## config.mk

```make
export PLATFORM = sky130hd
export DESIGN_NAME = pit_periodic_timer
export DESIGN_NICKNAME = d
export VERILOG_FILES = /design/src/hdl/pit_pkg.sv /design/src/hdl/pit_periodic_timer.sv
export SDC_FILE = /design/constraint.sdc
export NUM_CORES = 1
export LEC_CHECK = 0
export BUFFER_PORTS_ARGS = -buffer_cell sky130_fd_sc_hd__buf_4
export CAP_MARGIN = 20
export CORE_MARGIN = 2
export CORE_UTILIZATION = 53
export DETAILED_ROUTE_END_ITERATION = 6
export GPL_ROUTABILITY_DRIVEN = 0
export HOLD_SLACK_MARGIN = 0.12
export PLACE_DENSITY = 0.83
export SYNTH_ARGS = -nofsm -noshare
export SYNTH_HDL_FRONTEND = slang
export SYNTH_SLANG_ARGS = --single-unit
```

## constraint.sdc

```tcl
create_clock -name clk -period 2.48 [get_ports clk]
set_input_delay 0.248 -clock clk [delete_from_list [all_inputs] [get_ports clk]]
set_output_delay 0.248 -clock clk [all_outputs]
set_load 0.01 [all_outputs]
```

## src/hdl/pit_pkg.sv

```systemverilog
/*
  Shared constants and types for the periodic interrupt timer: register
  offsets, field positions, reset values, timing counts, CPU mode codes
  and the register bus carrier.
  Assumes an 8-bit register bus and a single 10 MHz timer clock.
*/
package pit_pkg;

   // ----------------------------------------
   // register offsets
   // ----------------------------------------
   localparam logic [7:0] PIT_OFS_COUNT_HI = 8'h0E;
   localparam logic [7:0] PIT_OFS_COUNT_LO = 8'h0F;
   localparam logic [7:0] PIT_OFS_IRQ_EN2 = 8'h24;
   localparam logic [7:0] PIT_OFS_FLAGS2 = 8'h25;
   localparam logic [7:0] PIT_OFS_ACC_CTL = 8'h26;
   localparam logic [7:0] PIT_OFS_SLOW_TRIM = 8'h33;
   localparam logic [7:0] PIT_OFS_SLOW_CTL = 8'h34;

   // ----------------------------------------
   // field positions
   // ----------------------------------------
   localparam int PIT_BIT_OVF = 7;
   localparam int PIT_BIT_PER = 6;
   localparam int PIT_BIT_ACC_OVF = 5;
   localparam int PIT_BIT_ACC_EDGE = 4;
   localparam int PIT_BIT_ACC_EN = 6;
   localparam int PIT_BIT_ACC_MODE = 5;
   localparam int PIT_BIT_ACC_ACCUM_EDGE_CONTROL = 4;
   localparam int PIT_BIT_CAP_SEL = 2;
   localparam int PIT_BIT_SLOW_FLAG = 7;
   localparam int PIT_BIT_SLOW_EN = 6;
   localparam int PIT_BIT_SLOW_HI = 1;
   localparam int PIT_BIT_SLOW_LO = 0;
   localparam int PIT_SLOW_LOW_BITS = 4;
   localparam int PIT_SLOW_HIGH_BITS = 12;

   // ----------------------------------------
   // reset values
   // ----------------------------------------
   localparam logic [7:0] PIT_RST_ZERO = 8'h00;
   localparam logic [3:0] PIT_RST_TRIM = 4'hF;
   localparam logic [1:0] PIT_RST_SEL = 2'h0;

   // ----------------------------------------
   // timing counts in timer clocks
   // ----------------------------------------
   localparam logic [6:0] PIT_PRESC_WINDOW = 7'h40;
   localparam logic [3:0] PIT_TMR_TERM_0 = 4'h0;
   localparam logic [3:0] PIT_TMR_TERM_1 = 4'h3;
   localparam logic [3:0] PIT_TMR_TERM_2 = 4'h7;
   localparam logic [3:0] PIT_TMR_TERM_3 = 4'hF;
   // slow prescaler terminal, oscillator edges
   localparam logic [3:0] PIT_SLOW_TERM_0 = 4'h7;
   localparam logic [3:0] PIT_SLOW_TERM_1 = 4'h3;
   localparam logic [3:0] PIT_SLOW_TERM_2 = 4'h1;
   localparam logic [3:0] PIT_SLOW_TERM_3 = 4'hF;

   // ----------------------------------------
   // types
   // ----------------------------------------
   typedef enum logic [2:0] {
      PIT_MODE_RUN = 3'b001,
      PIT_MODE_WAIT = 3'b010,
      PIT_MODE_STOP = 3'b100
   } pit_mode_t;

   typedef struct packed {
      logic [7:0] addr;
      logic [7:0] wdata;
      logic wr;
      logic rd;
   } pit_bus_req_t;

endpackage

```

## src/hdl/pit_periodic_timer.sv

```systemverilog
/*
  Periodic interrupt timer: free-running counter with overflow flag,
  fast periodic interrupt from a counter tap, timer event flags and
  enables, accumulator control bits and the slow periodic interrupt
  driving the non-maskable line.
  Assumes the CPU drives the register port and cpuMode on clk; the
  crystal oscillator input is asynchronous and slower than clk / 2.
*/
`timescale 1ns/10ps

module pit_periodic_timer
   import pit_pkg::*;
#(
   parameter int PERIODIC_TAP_LOG2 = 15,
   parameter int SLOW_CHAIN_LOG2 = 18
) (
   input wire logic clk,
   input wire logic rst_b,
   input wire pit_bus_req_t busReq,
   output logic [7:0] rdata,
   input wire pit_mode_t cpuMode,
   input wire logic specialMode,
   input wire logic stopRequest,
   input wire logic accumOverflowEvent,
   input wire logic accumEdgeEvent,
   input wire logic crystalOscillatorClock,
   output logic overflowIrq,
   output logic periodicIrq,
   output logic accumOverflowIrq,
   output logic accumEdgeIrq,
   output logic nonmaskableIrqLine,
   output logic stopEnter,
   output logic stopWake,
   output logic accumEnable,
   output logic accumMode,
   output logic accumEdgeControl,
   output logic fourthCaptureEnable,
   output logic fifthCompareEnable,
   output logic [1:0] timerPrescaleSelect,
   output logic [15:0] freeRunningCounter
);

   localparam int RTW = PERIODIC_TAP_LOG2 + 3;
   localparam int SW = SLOW_CHAIN_LOG2 + 1;
   // high part tap, clipped to the chain for short chains
   localparam int HIW = (PIT_SLOW_HIGH_BITS < SW) ? PIT_SLOW_HIGH_BITS : SW;

   // ----------------------------------------
   // register decode
   // ----------------------------------------
   logic wrEn2;
   logic wrFlags2;
   logic wrAccCtl;
   logic wrTrim;
   logic wrSlowCtl;
   assign wrEn2 = busReq.wr && (busReq.addr == PIT_OFS_IRQ_EN2);
   assign wrFlags2 = busReq.wr && (busReq.addr == PIT_OFS_FLAGS2);
   assign wrAccCtl = busReq.wr && (busReq.addr == PIT_OFS_ACC_CTL);
   assign wrTrim = busReq.wr && (busReq.addr == PIT_OFS_SLOW_TRIM);
   assign wrSlowCtl = busReq.wr && (busReq.addr == PIT_OFS_SLOW_CTL);

   // ----------------------------------------
   // enables and timer prescale select
   // ----------------------------------------
   logic [7:4] irqEnable;
   logic [6:0] cycleCount;
   logic timerPrescWritten;

   always_ff @(posedge clk) begin
      if (!rst_b) begin
         irqEnable <= PIT_RST_ZERO[7:4];
      end else if (wrEn2) begin
         irqEnable <= busReq.wdata[7:4];
      end
   end

   always_ff @(posedge clk) begin
      if (!rst_b) begin
         cycleCount <= 7'h00;
      end else if (cycleCount != PIT_PRESC_WINDOW) begin
         cycleCount <= cycleCount + 7'h01;
      end
   end

   always_ff @(posedge clk) begin
      if (!rst_b) begin
         timerPrescaleSelect <= PIT_RST_SEL;
         timerPrescWritten <= 1'b0;
      end else if (wrEn2 && (specialMode
            || (!timerPrescWritten && cycleCount != PIT_PRESC_WINDOW))) begin
         timerPrescaleSelect <= busReq.wdata[1:0];
         timerPrescWritten <= 1'b1;
      end
   end

   // ----------------------------------------
   // free-running counter
   // ----------------------------------------
   logic [3:0] tmrPresc;
   logic [3:0] tmrTerm;
   logic tmrTick;
   logic overflowEvent;

   always_comb begin
      unique case (timerPrescaleSelect)
         2'h0: tmrTerm = PIT_TMR_TERM_0;
         2'h1: tmrTerm = PIT_TMR_TERM_1;
         2'h2: tmrTerm = PIT_TMR_TERM_2;
         2'h3: tmrTerm = PIT_TMR_TERM_3;
      endcase
   end

   assign tmrTick = (tmrPresc >= tmrTerm);
   assign overflowEvent = tmrTick && (freeRunningCounter == 16'hFFFF);

   always_ff @(posedge clk) begin
      if (!rst_b) begin
         tmrPresc <= 4'h0;
         freeRunningCounter <= 16'h0000;
      end else if (tmrTick) begin
         tmrPresc <= 4'h0;
         freeRunningCounter <= freeRunningCounter + 16'h0001;
      end else begin
         tmrPresc <= tmrPresc + 4'h1;
      end
   end

   // ----------------------------------------
   // fast periodic source
   // ----------------------------------------
   logic [RTW-1:0] periodicDiv;
   logic [RTW-1:0] tapMask;
   logic [1:0] periodicRateSelect;
   logic periodicEvent;

   // tap ones cover 2^15 times the selected divisor
   assign tapMask = {RTW{1'b1}} >> (2'h3 - periodicRateSelect);
   assign periodicEvent = ((periodicDiv & tapMask) == tapMask);

   // free divider, independent of prescale and flag service
   always_ff @(posedge clk) begin
      if (!rst_b) begin
         periodicDiv <= '0;
      end else begin
         periodicDiv <= periodicDiv + 1'b1;
      end
   end

   // ----------------------------------------
   // accumulator and rate control
   // ----------------------------------------
   always_ff @(posedge clk) begin
      if (!rst_b) begin
         accumEnable <= 1'b0;
         accumMode <= 1'b0;
         accumEdgeControl <= 1'b0;
         fourthCaptureEnable <= 1'b0;
         fifthCompareEnable <= 1'b1;
         periodicRateSelect <= PIT_RST_SEL;
      end else if (wrAccCtl) begin
         accumEnable <= busReq.wdata[PIT_BIT_ACC_EN];
         accumMode <= busReq.wdata[PIT_BIT_ACC_MODE];
         accumEdgeControl <= busReq.wdata[PIT_BIT_ACC_ACCUM_EDGE_CONTROL];
         fourthCaptureEnable <= busReq.wdata[PIT_BIT_CAP_SEL];
         fifthCompareEnable <= !busReq.wdata[PIT_BIT_CAP_SEL];
         periodicRateSelect <= busReq.wdata[1:0];
      end
   end

   // ----------------------------------------
   // timer event flags and interrupts
   // ----------------------------------------
   logic [7:4] eventFlag;
   logic [7:4] eventSet;
   logic [7:4] irqLine;

   assign eventSet = {overflowEvent, periodicEvent, accumOverflowEvent, accumEdgeEvent};

   for (genvar i = 4; i < 8; i++) begin : gFlag
      always_ff @(posedge clk) begin
         if (!rst_b) begin
            eventFlag[i] <= 1'b0;
         end else if (eventSet[i]) begin
            eventFlag[i] <= 1'b1;
         end else if (wrFlags2 && busReq.wdata[i]) begin
            eventFlag[i] <= 1'b0;
         end
      end

      always_ff @(posedge clk) begin
         if (!rst_b) begin
            irqLine[i] <= 1'b0;
         end else begin
            irqLine[i] <= eventFlag[i] && irqEnable[i];
         end
      end
   end

   assign overflowIrq = irqLine[PIT_BIT_OVF];
   assign periodicIrq = irqLine[PIT_BIT_PER];
   assign accumOverflowIrq = irqLine[PIT_BIT_ACC_OVF];
   assign accumEdgeIrq = irqLine[PIT_BIT_ACC_EDGE];

   // ----------------------------------------
   // oscillator synchroniser
   // ----------------------------------------
   logic oscMeta;
   logic oscSync;
   logic oscPrev;
   logic oscTick;

   always_ff @(posedge clk) begin
      if (!rst_b) begin
         oscMeta <= 1'b0;
         oscSync <= 1'b0;
         oscPrev <= 1'b0;
      end else begin
         oscMeta <= crystalOscillatorClock;
         oscSync <= oscMeta;
         oscPrev <= oscSync;
      end
   end

   assign oscTick = oscSync && !oscPrev;

   // ----------------------------------------
   // slow periodic control
   // ----------------------------------------
   logic [3:0] slowTrimValue;
   logic [1:0] slowPrescaleSelect;
   logic slowPrescWritten;
   logic slowIrqEnable;
   logic slowPrescAccept;
   logic slowReload;

   assign slowPrescAccept = wrSlowCtl && (specialMode || !slowPrescWritten);
   assign slowReload = slowPrescAccept || (wrTrim && specialMode);

   always_ff @(posedge clk) begin
      if (!rst_b) begin
         slowTrimValue <= PIT_RST_TRIM;
      end else if (wrTrim) begin
         slowTrimValue <= busReq.wdata[7:4];
      end
   end

   always_ff @(posedge clk) begin
      if (!rst_b) begin
         slowIrqEnable <= 1'b0;
      end else if (wrSlowCtl) begin
         slowIrqEnable <= busReq.wdata[PIT_BIT_SLOW_EN];
      end
   end

   always_ff @(posedge clk) begin
      if (!rst_b) begin
         slowPrescaleSelect <= PIT_RST_SEL;
         slowPrescWritten <= 1'b0;
      end else if (slowPrescAccept) begin
         slowPrescaleSelect <= busReq.wdata[3:2];
         slowPrescWritten <= 1'b1;
      end
   end

   // ----------------------------------------
   // slow down-counter chain
   // ----------------------------------------
   logic [3:0] slowPresc;
   logic [3:0] slowTerm;
   logic [SW-1:0] slowCount;
   logic [SW-1:0] slowLoad;
   logic slowStep;
   logic [2:0] slowFlag;
   logic [2:0] slowSet;

   always_comb begin
      unique case (slowPrescaleSelect)
         2'h0: slowTerm = PIT_SLOW_TERM_0;
         2'h1: slowTerm = PIT_SLOW_TERM_1;
         2'h2: slowTerm = PIT_SLOW_TERM_2;
         2'h3: slowTerm = PIT_SLOW_TERM_3;
      endcase
   end

   // nominal chain length plus signed trim
   assign slowLoad = {1'b1, {SLOW_CHAIN_LOG2{1'b0}}}
      + {{(SW-4){slowTrimValue[3]}}, slowTrimValue};
   assign slowStep = oscTick && (slowPresc >= slowTerm);

   always_ff @(posedge clk) begin
      if (!rst_b) begin
         slowPresc <= 4'h0;
         slowCount <= {1'b1, {SLOW_CHAIN_LOG2{1'b0}}} - {{(SW-1){1'b0}}, 1'b1};
      end else if (slowReload) begin
         slowPresc <= 4'h0;
         slowCount <= slowLoad;
      end else if (slowStep) begin
         slowPresc <= 4'h0;
         slowCount <= (slowCount == '0) ? slowLoad : slowCount - 1'b1;
      end else if (oscTick) begin
         slowPresc <= slowPresc + 4'h1;
      end
   end

   assign slowSet[2] = slowStep && !slowReload && (slowCount == '0);
   assign slowSet[1] = slowStep && !slowReload
      && (slowCount[HIW-1:0] == '0);
   assign slowSet[0] = slowStep && !slowReload
      && (slowCount[PIT_SLOW_LOW_BITS-1:0] == '0);

   for (genvar j = 0; j < 3; j++) begin : gSlowFlag
      localparam int POS = (j == 2) ? PIT_BIT_SLOW_FLAG
         : (j == 1) ? PIT_BIT_SLOW_HI : PIT_BIT_SLOW_LO;
      always_ff @(posedge clk) begin
         if (!rst_b) begin
            slowFlag[j] <= 1'b0;
         end else if (slowSet[j]) begin
            slowFlag[j] <= 1'b1;
         end else if (wrSlowCtl && busReq.wdata[POS]) begin
            slowFlag[j] <= 1'b0;
         end
      end
   end

   // ----------------------------------------
   // non-maskable line and stop control
   // ----------------------------------------
   logic slowRequest;

   always_comb begin
      unique case (cpuMode)
         PIT_MODE_RUN: slowRequest = slowFlag[2] && slowIrqEnable;
         PIT_MODE_WAIT: slowRequest = slowFlag[2];
         PIT_MODE_STOP: slowRequest = slowFlag[2];
         default: slowRequest = slowFlag[2];
      endcase
   end

   always_ff @(posedge clk) begin
      if (!rst_b) begin
         nonmaskableIrqLine <= 1'b0;
         stopWake <= 1'b0;
         stopEnter <= 1'b0;
      end else begin
         nonmaskableIrqLine <= slowRequest;
         stopWake <= slowRequest && (cpuMode == PIT_MODE_STOP);
         stopEnter <= stopRequest && !slowFlag[2];
      end
   end

   // ----------------------------------------
   // read port
   // ----------------------------------------
   logic [7:0] next_rdata;

   always_comb begin
      next_rdata = PIT_RST_ZERO;
      if (busReq.rd) begin
         unique case (busReq.addr)
            PIT_OFS_COUNT_HI: next_rdata = freeRunningCounter[15:8];
            PIT_OFS_COUNT_LO: next_rdata = freeRunningCounter[7:0];
            PIT_OFS_IRQ_EN2: next_rdata = {irqEnable, 2'h0, timerPrescaleSelect};
            PIT_OFS_FLAGS2: next_rdata = {eventFlag, 4'h0};
            PIT_OFS_ACC_CTL: next_rdata = {1'b0, accumEnable, accumMode,
               accumEdgeControl, 1'b0, fourthCaptureEnable, periodicRateSelect};
            PIT_OFS_SLOW_TRIM: next_rdata = {slowTrimValue, 4'h0};
            PIT_OFS_SLOW_CTL: next_rdata = {slowFlag[2], slowIrqEnable, 2'h0,
               slowPrescaleSelect, slowFlag[1], slowFlag[0]};
            default: next_rdata = PIT_RST_ZERO;
         endcase
      end
   end

   always_ff @(posedge clk) begin
      if (!rst_b) begin
         rdata <= PIT_RST_ZERO;
      end else begin
         rdata <= next_rdata;
      end
   end
endmodule

```

Yosys cells after proc, flatten, opt, wreduce, memory -nomap -nowiden
Index checks and enable logic that the tools add are counted.
{"block": "word_totals", "output_inout_bits": 38, "inputBits": 28, "ff_bits": 115, "elab_cells": 144}
{"block": "op_classes", "shift": 1, "magnitude_cmp": 2, "n_addsub": 8, "eq_ne": 18, "reduce_logical": 55, "mux": 21, "bitwise": 2}
{"cell": "$mux 19", "count": 3}
{"cell": "$pmux 8 s7", "count": 1}
{"cell": "$eq 8x6->1 const B", "count": 5}
{"cell": "$pmux 4 s4", "count": 2}
{"cell": "$logic_and 1x1->1", "count": 30}
{"cell": "$add 19x19->19 const A", "count": 1}
{"cell": "$logic_not 19->1", "count": 1}
{"cell": "$sub 19x1->19 const B", "count": 1}
{"cell": "$add 18x1->18 const B", "count": 1}
{"cell": "$and 18x18->18", "count": 1}
{"cell": "$eq 18x18->1", "count": 1}
{"cell": "$shr 18x2->18 const A", "count": 1}
{"cell": "$add 16x1->16 const B", "count": 1}
{"cell": "$eq 16x16->1 const B", "count": 1}
{"cell": "$eq 8x4->1 const B", "count": 2}
{"cell": "$reduce_bool 2->1", "count": 8}
{"cell": "$mux 1", "count": 15}
{"cell": "$logic_not 12->1", "count": 1}
{"cell": "$add 4x1->4 const B", "count": 2}
{"cell": "$eq 2x2->1 const B", "count": 4}
{"cell": "$ge 4x4->1", "count": 2}
{"cell": "$add 7x1->7 const B", "count": 1}
{"cell": "$ne 7x7->1 const B", "count": 1}
{"cell": "$logic_not 1->1", "count": 6}
{"cell": "other kinds (11)", "count": 15}

Longest topological paths before layout
{"block": "logic_depth", "word_depth": 8, "ltp_mapped": 10}

Worst setup path after synthesis
No wires, ideal clock.
{"block": "synth_timing", "kind": "register -> register", "startpoint": "reg timerPrescaleSelect[0]", "endpoint": "reg freeRunningCounter[1]", "path_stages_with_launch": 9, "slack_ns": 0.084, "synth_period_minus_slack_ns": 2.396, "required_ns": 2.352, "t_arrival_ns": 2.268, "path_cell_list": "dfxtp_1 or2_2 ha_1 nand2b_1 a2111oi_2 or2_2 buf_2 mux2i_1 nor2_1"}
{"block": "synth_via", "elab_chain_cells": 3, "word_cells_on_any_way": 6, "classes_between": "order compare (1); eq/ne (3); mux (1); reduce/logical (1)"}
{"element": "start, declared", "line": "pit_periodic_timer.sv:39", "text": "output logic [1:0] timerPrescaleSelect,"}
{"element": "start signal, assigned", "line": "pit_periodic_timer.sv:91", "text": "timerPrescaleSelect <= busReq.wdata[1:0];"}
{"element": "$eq 2x2->1, or another cell as far along", "line": "pit_periodic_timer.sv:105", "text": "unique case (timerPrescaleSelect)"}
{"element": "$pmux 4 s4 *", "line": "pit_periodic_timer.sv:105"}
{"element": "$ge 4x4->1 *", "line": "pit_periodic_timer.sv:113", "text": "assign tmrTick = (tmrPresc >= tmrTerm);"}
{"element": "end signal, assigned", "line": "pit_periodic_timer.sv:122", "text": "freeRunningCounter <= freeRunningCounter + 16'h0001;"}
{"element": "end, declared", "line": "pit_periodic_timer.sv:40", "text": "output logic [15:0] freeRunningCounter"}
Mark *: on every way between the ends. The rest lies on a longest branch, timed or not.
A chain may end at the register's enable or synchronous reset.

Worst setup path in the final report
{"block": "layout_timing", "startpoint": "reg timerPrescaleSelect[0]", "endpoint": "reg freeRunningCounter[13]"}
The elaborated chain is that of the path after synthesis.

==> results <==
- The largest total area in the synthesized netlist belongs to sky130_fd_sc_hd__dfxtp_1.
- The area growth from synthesis to layout is 26.53%.
- The switching part of the total power is 22.33%.
- During I/O placement, the number of pins put on the boundary was 66.
- The adder-cell share of the synthesized area is 3.740%.
- In this run the cell area of the synthesized design comes to 5687 sq um.
- The initial antenna violation count is 0.
- The vertical die dimension is 107.6 microns.
- TritonCTS created 17 clock buffers.
- The run finished with clean final reports.
- The via count of the first global-routing pass is 5330.
- Synthesis instantiated 58 different standard cells from the library.
- Setup violations remaining at the end of the flow were counted as 0.
- The area share of xor/xnor cells in the synthesized design is 5.237%.
- The part of the power in combinational logic is 4.8%.
- The number of standard-cell rows in the floorplan is 37.
- The main combinational cell family by area after synthesis is simple AND/OR/NAND/NOR gates.
- The final period demand of the worst path is 2.365 ns.
- The worst slew margin relative to its limit is 52.60%.
- The clock sink total is 115.
- Global routing consumed, on the met2 layer, 48.74% of the routing resources.
- Measured on the finished design, the core utilization comes to 69.39%.
- The number of H-tree levels is 4.
- Fill cells in the final layout number 792.
- The max-slew violation total from the final report is 0.
- For this run, the leading register cell type out of synthesis is sky130_fd_sc_hd__dfxtp_1.
- Global routing used 28.01% of the available tracks across all layers.
- After clock tree synthesis, the clock-pin slew on the worst setup and hold paths is 0.06 ns.
- Multiplexer cells account for 6.689% of the synthesized area.
- Counting flops with a built-in enable in the synthesized netlist gives 0.
- The number of buffers on the longest clock path is 2.
- At the worst endpoint, the arrival time is 2.82 ns.
- The commonest cells after synthesis are sky130_fd_sc_hd__dfxtp_1 (115), sky130_fd_sc_hd__nor2_1 (76), sky130_fd_sc_hd__nand2_1 (60).
- The endpoint of the worst-slack reg-to-reg timing path is freeRunningCounter[13].
- Summing the areas of all and, or, nand and nor instances in the mapped netlist gives 25.76% of the synthesized area.
- The first-pass GRT wire length is 25.47 mm.
- The worst setup path category is flop to flop.
- The die area is 11570 sq um.
- The slew of the pin with the lowest slew margin is 0.7101 ns.
- The number of instances in the placed design is 852.
- The switching power is 0.9888 mW.
- The global routing stage identified its most utilized layer as met2.
- The library cell with the highest instance count after synthesis is sky130_fd_sc_hd__dfxtp_1.
- The share of synthesized area in the top cell type comes to 40.48%.
- The antenna cell count is 0.
- The starting density of the core is 54.84%.
- The number of cells on the worst reg-to-reg path is 7.
- Internal power comes to 3.439 mW.
- Max-cap violations in this run came to 0.
- Yosys printed 0 warnings.
- The worst setup path is launched from a flop.
- The worst-path maximum fanout is 9.
- For this run, the detailed router's first-pass iteration total came to 5.
- The post-route clock skew is 0.008584 ns.
- Of the available clock period, the critical path in the final layout requires 95.37%.
- The worst hold path startpoint is specialMode.
- The share of cells above drive strength 1 is 16.71%.
- The TritonCTS clock tree is yes.
- The met3 usage in global routing is 6.174%.
- After routing, the total negative slack on setup checks comes to 0 ns.
- The worst endpoint required time is 2.93 ns.
- The clock reaches the later pin of the worst-skew pair after 0.52 ns.
- The number of design rule violations left after detail routing is 0.
- The met1 capacity usage during global routing is 33.74%.
- The share of synthesized registers carrying an async set or reset is 0%.
- The post-detailed-placement half-perimeter wirelength is 10.40 mm.
- The path class of the tightest hold or removal check is input port to flop.
- Once the clock tree was built, the resizer swapped 0 gates to a different size.
- In this run the tool buffered the top-level ports with 65 buffer cells.
- The reg-to-reg critical path startpoint is timerPrescaleSelect[0].
- The residual overflow from global routing is 0.
- The number of instances on the worst hold path is 4.
- The count of cells in the finished layout, fillers not included, comes to 908.
- In this run the mean area of a mapped cell was 8.603 sq um.
- Summed over all cells, the static leakage comes to 2.813 nW.
- After the first detailed-routing iteration, the DRC count stood at 446.
- Entering global routing, the biggest net connects 58 pins.
- The share of total power dissipated in sequential elements is 42.9%.
- The average via count per standard cell is 5.972.
- The number of nets in the synthesized netlist is 706.
- The worst ir drop on vdd is 0.0005358 V.
- Sorting the synthesized cells by area gives the leading types as sky130_fd_sc_hd__dfxtp_1 (40%), sky130_fd_sc_hd__mux2i_1 (6.7%), sky130_fd_sc_hd__nor2_1 (5.0%).
- Setup repair after global routing left no endpoint under its margin.
- The endpoint of the worst hold path is slowPrescaleSelect[0].
- The total length of routed wires is 15.59 mm.
- The highest achievable clock rate is 422.8 MHz.
- The routed length per instance is 17.17 microns.
- The reg-to-reg setup timing slack is 0.11 ns.
- After synthesis, flip-flops and latches occupy 40.48% of the total area.
- The synthesized design contains 115 register bits.
- The die is 107.6 microns wide.
- The buffer type at the clock tree root is sky130_fd_sc_hd__clkbuf_8.
- The number of vias in the routed layout is 5423.
- The clock network burns 52.3% of the power.
- The region available for standard cell placement spans 10370 sq um.
- STA classifies the critical path endpoint as a flop.
- The final-stage net count is 805.
- Summing the areas of all compound-gate instances in the mapped netlist gives 13.62% of the synthesized area.
- Power spread over the standard cell area amounts to 615.4 nW/um^2.
- In the synthesized netlist, the number of instances is 661.
- The hold violation total from the final report was 0.
- The number of routed nets with antenna violations is 0.
[critical path: stages, from the launching register on]
cell and delay (ns):
sky130_fd_sc_hd__dfxtp_1 0.31, sky130_fd_sc_hd__or2_2 0.31, sky130_fd_sc_hd__ha_1 0.28, sky130_fd_sc_hd__nand2b_1 0.12, sky130_fd_sc_hd__a2111oi_2 0.08, sky130_fd_sc_hd__or3_1 0.51
sky130_fd_sc_hd__or4_1 0.54, sky130_fd_sc_hd__a21oi_1 0.15
[cell usage in the layout (no fill, tap or decap), drive strengths merged, types with 11 or more instances in the layout]
cell,instances
a21oi,25
dfxtp,115
clkbuf,22
nand3,41
xnor2,17
ha,17
xor2,17
mux2i,38
and3,11
nand4,12
nor4,16
o21ai,28
dlygate4sd3,25
nand2,60
inv,34
buf,84
nor2,76
nor3,13
a32oi,15
[layout make-up]
type                       instances  area, sq um  area share, %
inverter                          34        127.6          1.774
clock inverter                     9        106.4          1.478
timing repair buffer             109        905.9          12.59
tap                              136        170.2          2.365
sequential                       115         2302          31.99
multi-input combinational        483         3131          43.51
clock buffer                      22        452.9          6.295
[per-stage QoR]
step | area (sq um) | total power, mW | setup slack, ns | hold slack, ns
floorplan | 5687 | 2.030 | 0.08419 | 0.3236
global placement | 6386 | 2.110 | 0.2064 | 0.4161
detailed placement | 6386 | 2.118 | 0.1738 | 0.4200
CTS | 7196 | 4.446 | 0.1209 | 0.2213
global route | 7196 | 4.537 | 0.06457 | 0.2773
finish | 7196 | 4.428 | 0.1147 | 0.2561
[what timing repair did]
item                                    4_1_cts  5_1_grt
setup buffers                                 0        0
endpoints found under the hold margin        38        0
endpoints found under the setup margin        0        0
hold buffers                                 25        0
[registers in the layout (all words and copies together) (netlist names), 3 cells and up]
signal,flops
cycleCount,7
eventFlag,4
freeRunningCounter,16
irqEnable,4
periodicDiv,18
rdata,8
slowCount,19
slowFlag,3
slowPresc,4
slowTrimValue,4
tmrPresc,4
[logic make-up (layout without fill, tap and decap cells)]
family                   Yosys count  after routing
AO/OA/AOI/OAI                    111            111
XOR/XNOR                          34             34
adder cells (fa/ha/maj)           17             17
buffers and inverters             63            174
flip-flops                       115            115
multiplexers                      38             38
AND/OR/NAND/NOR                  283            283
[metal layers]
layer | wire length, microns | share of wire, %
met1 | 6396 | 41
met4 | 282 | 1.8
met5 | 0 | 0
met3 | 1040 | 6.7
met2 | 7871 | 50
[worst max path at each step]
stage	startpoint	endpoint	slack, ns	depth (start not counted)
6_report	timerPrescaleSelect[0]	freeRunningCounter[13]	0.11	7
5_1_grt	timerPrescaleSelect[0]	freeRunningCounter[13]	0.06	7
4_1_cts	timerPrescaleSelect[0]	freeRunningCounter[13]	0.12	7
3_5_place_dp	timerPrescaleSelect[0]	freeRunningCounter[13]	0.17	7
3_3_place_gp	timerPrescaleSelect[0]	freeRunningCounter[13]	0.21	7
2_1_floorplan	timerPrescaleSelect[0]	freeRunningCounter[1]	0.08	8
[power by group through the flow]
stage	combinational [mW]	sequential [mW]	clock (mW)
after CTS	0.210	1.90	2.34
after global routing	0.230	1.90	2.41
final	0.214	1.90	2.32
after detailed placement	0.182	1.94	0
after global placement	0.176	1.93	0
after floorplan	0.100	1.93	0
Note: power is estimated with default switching activity, not from simulation.
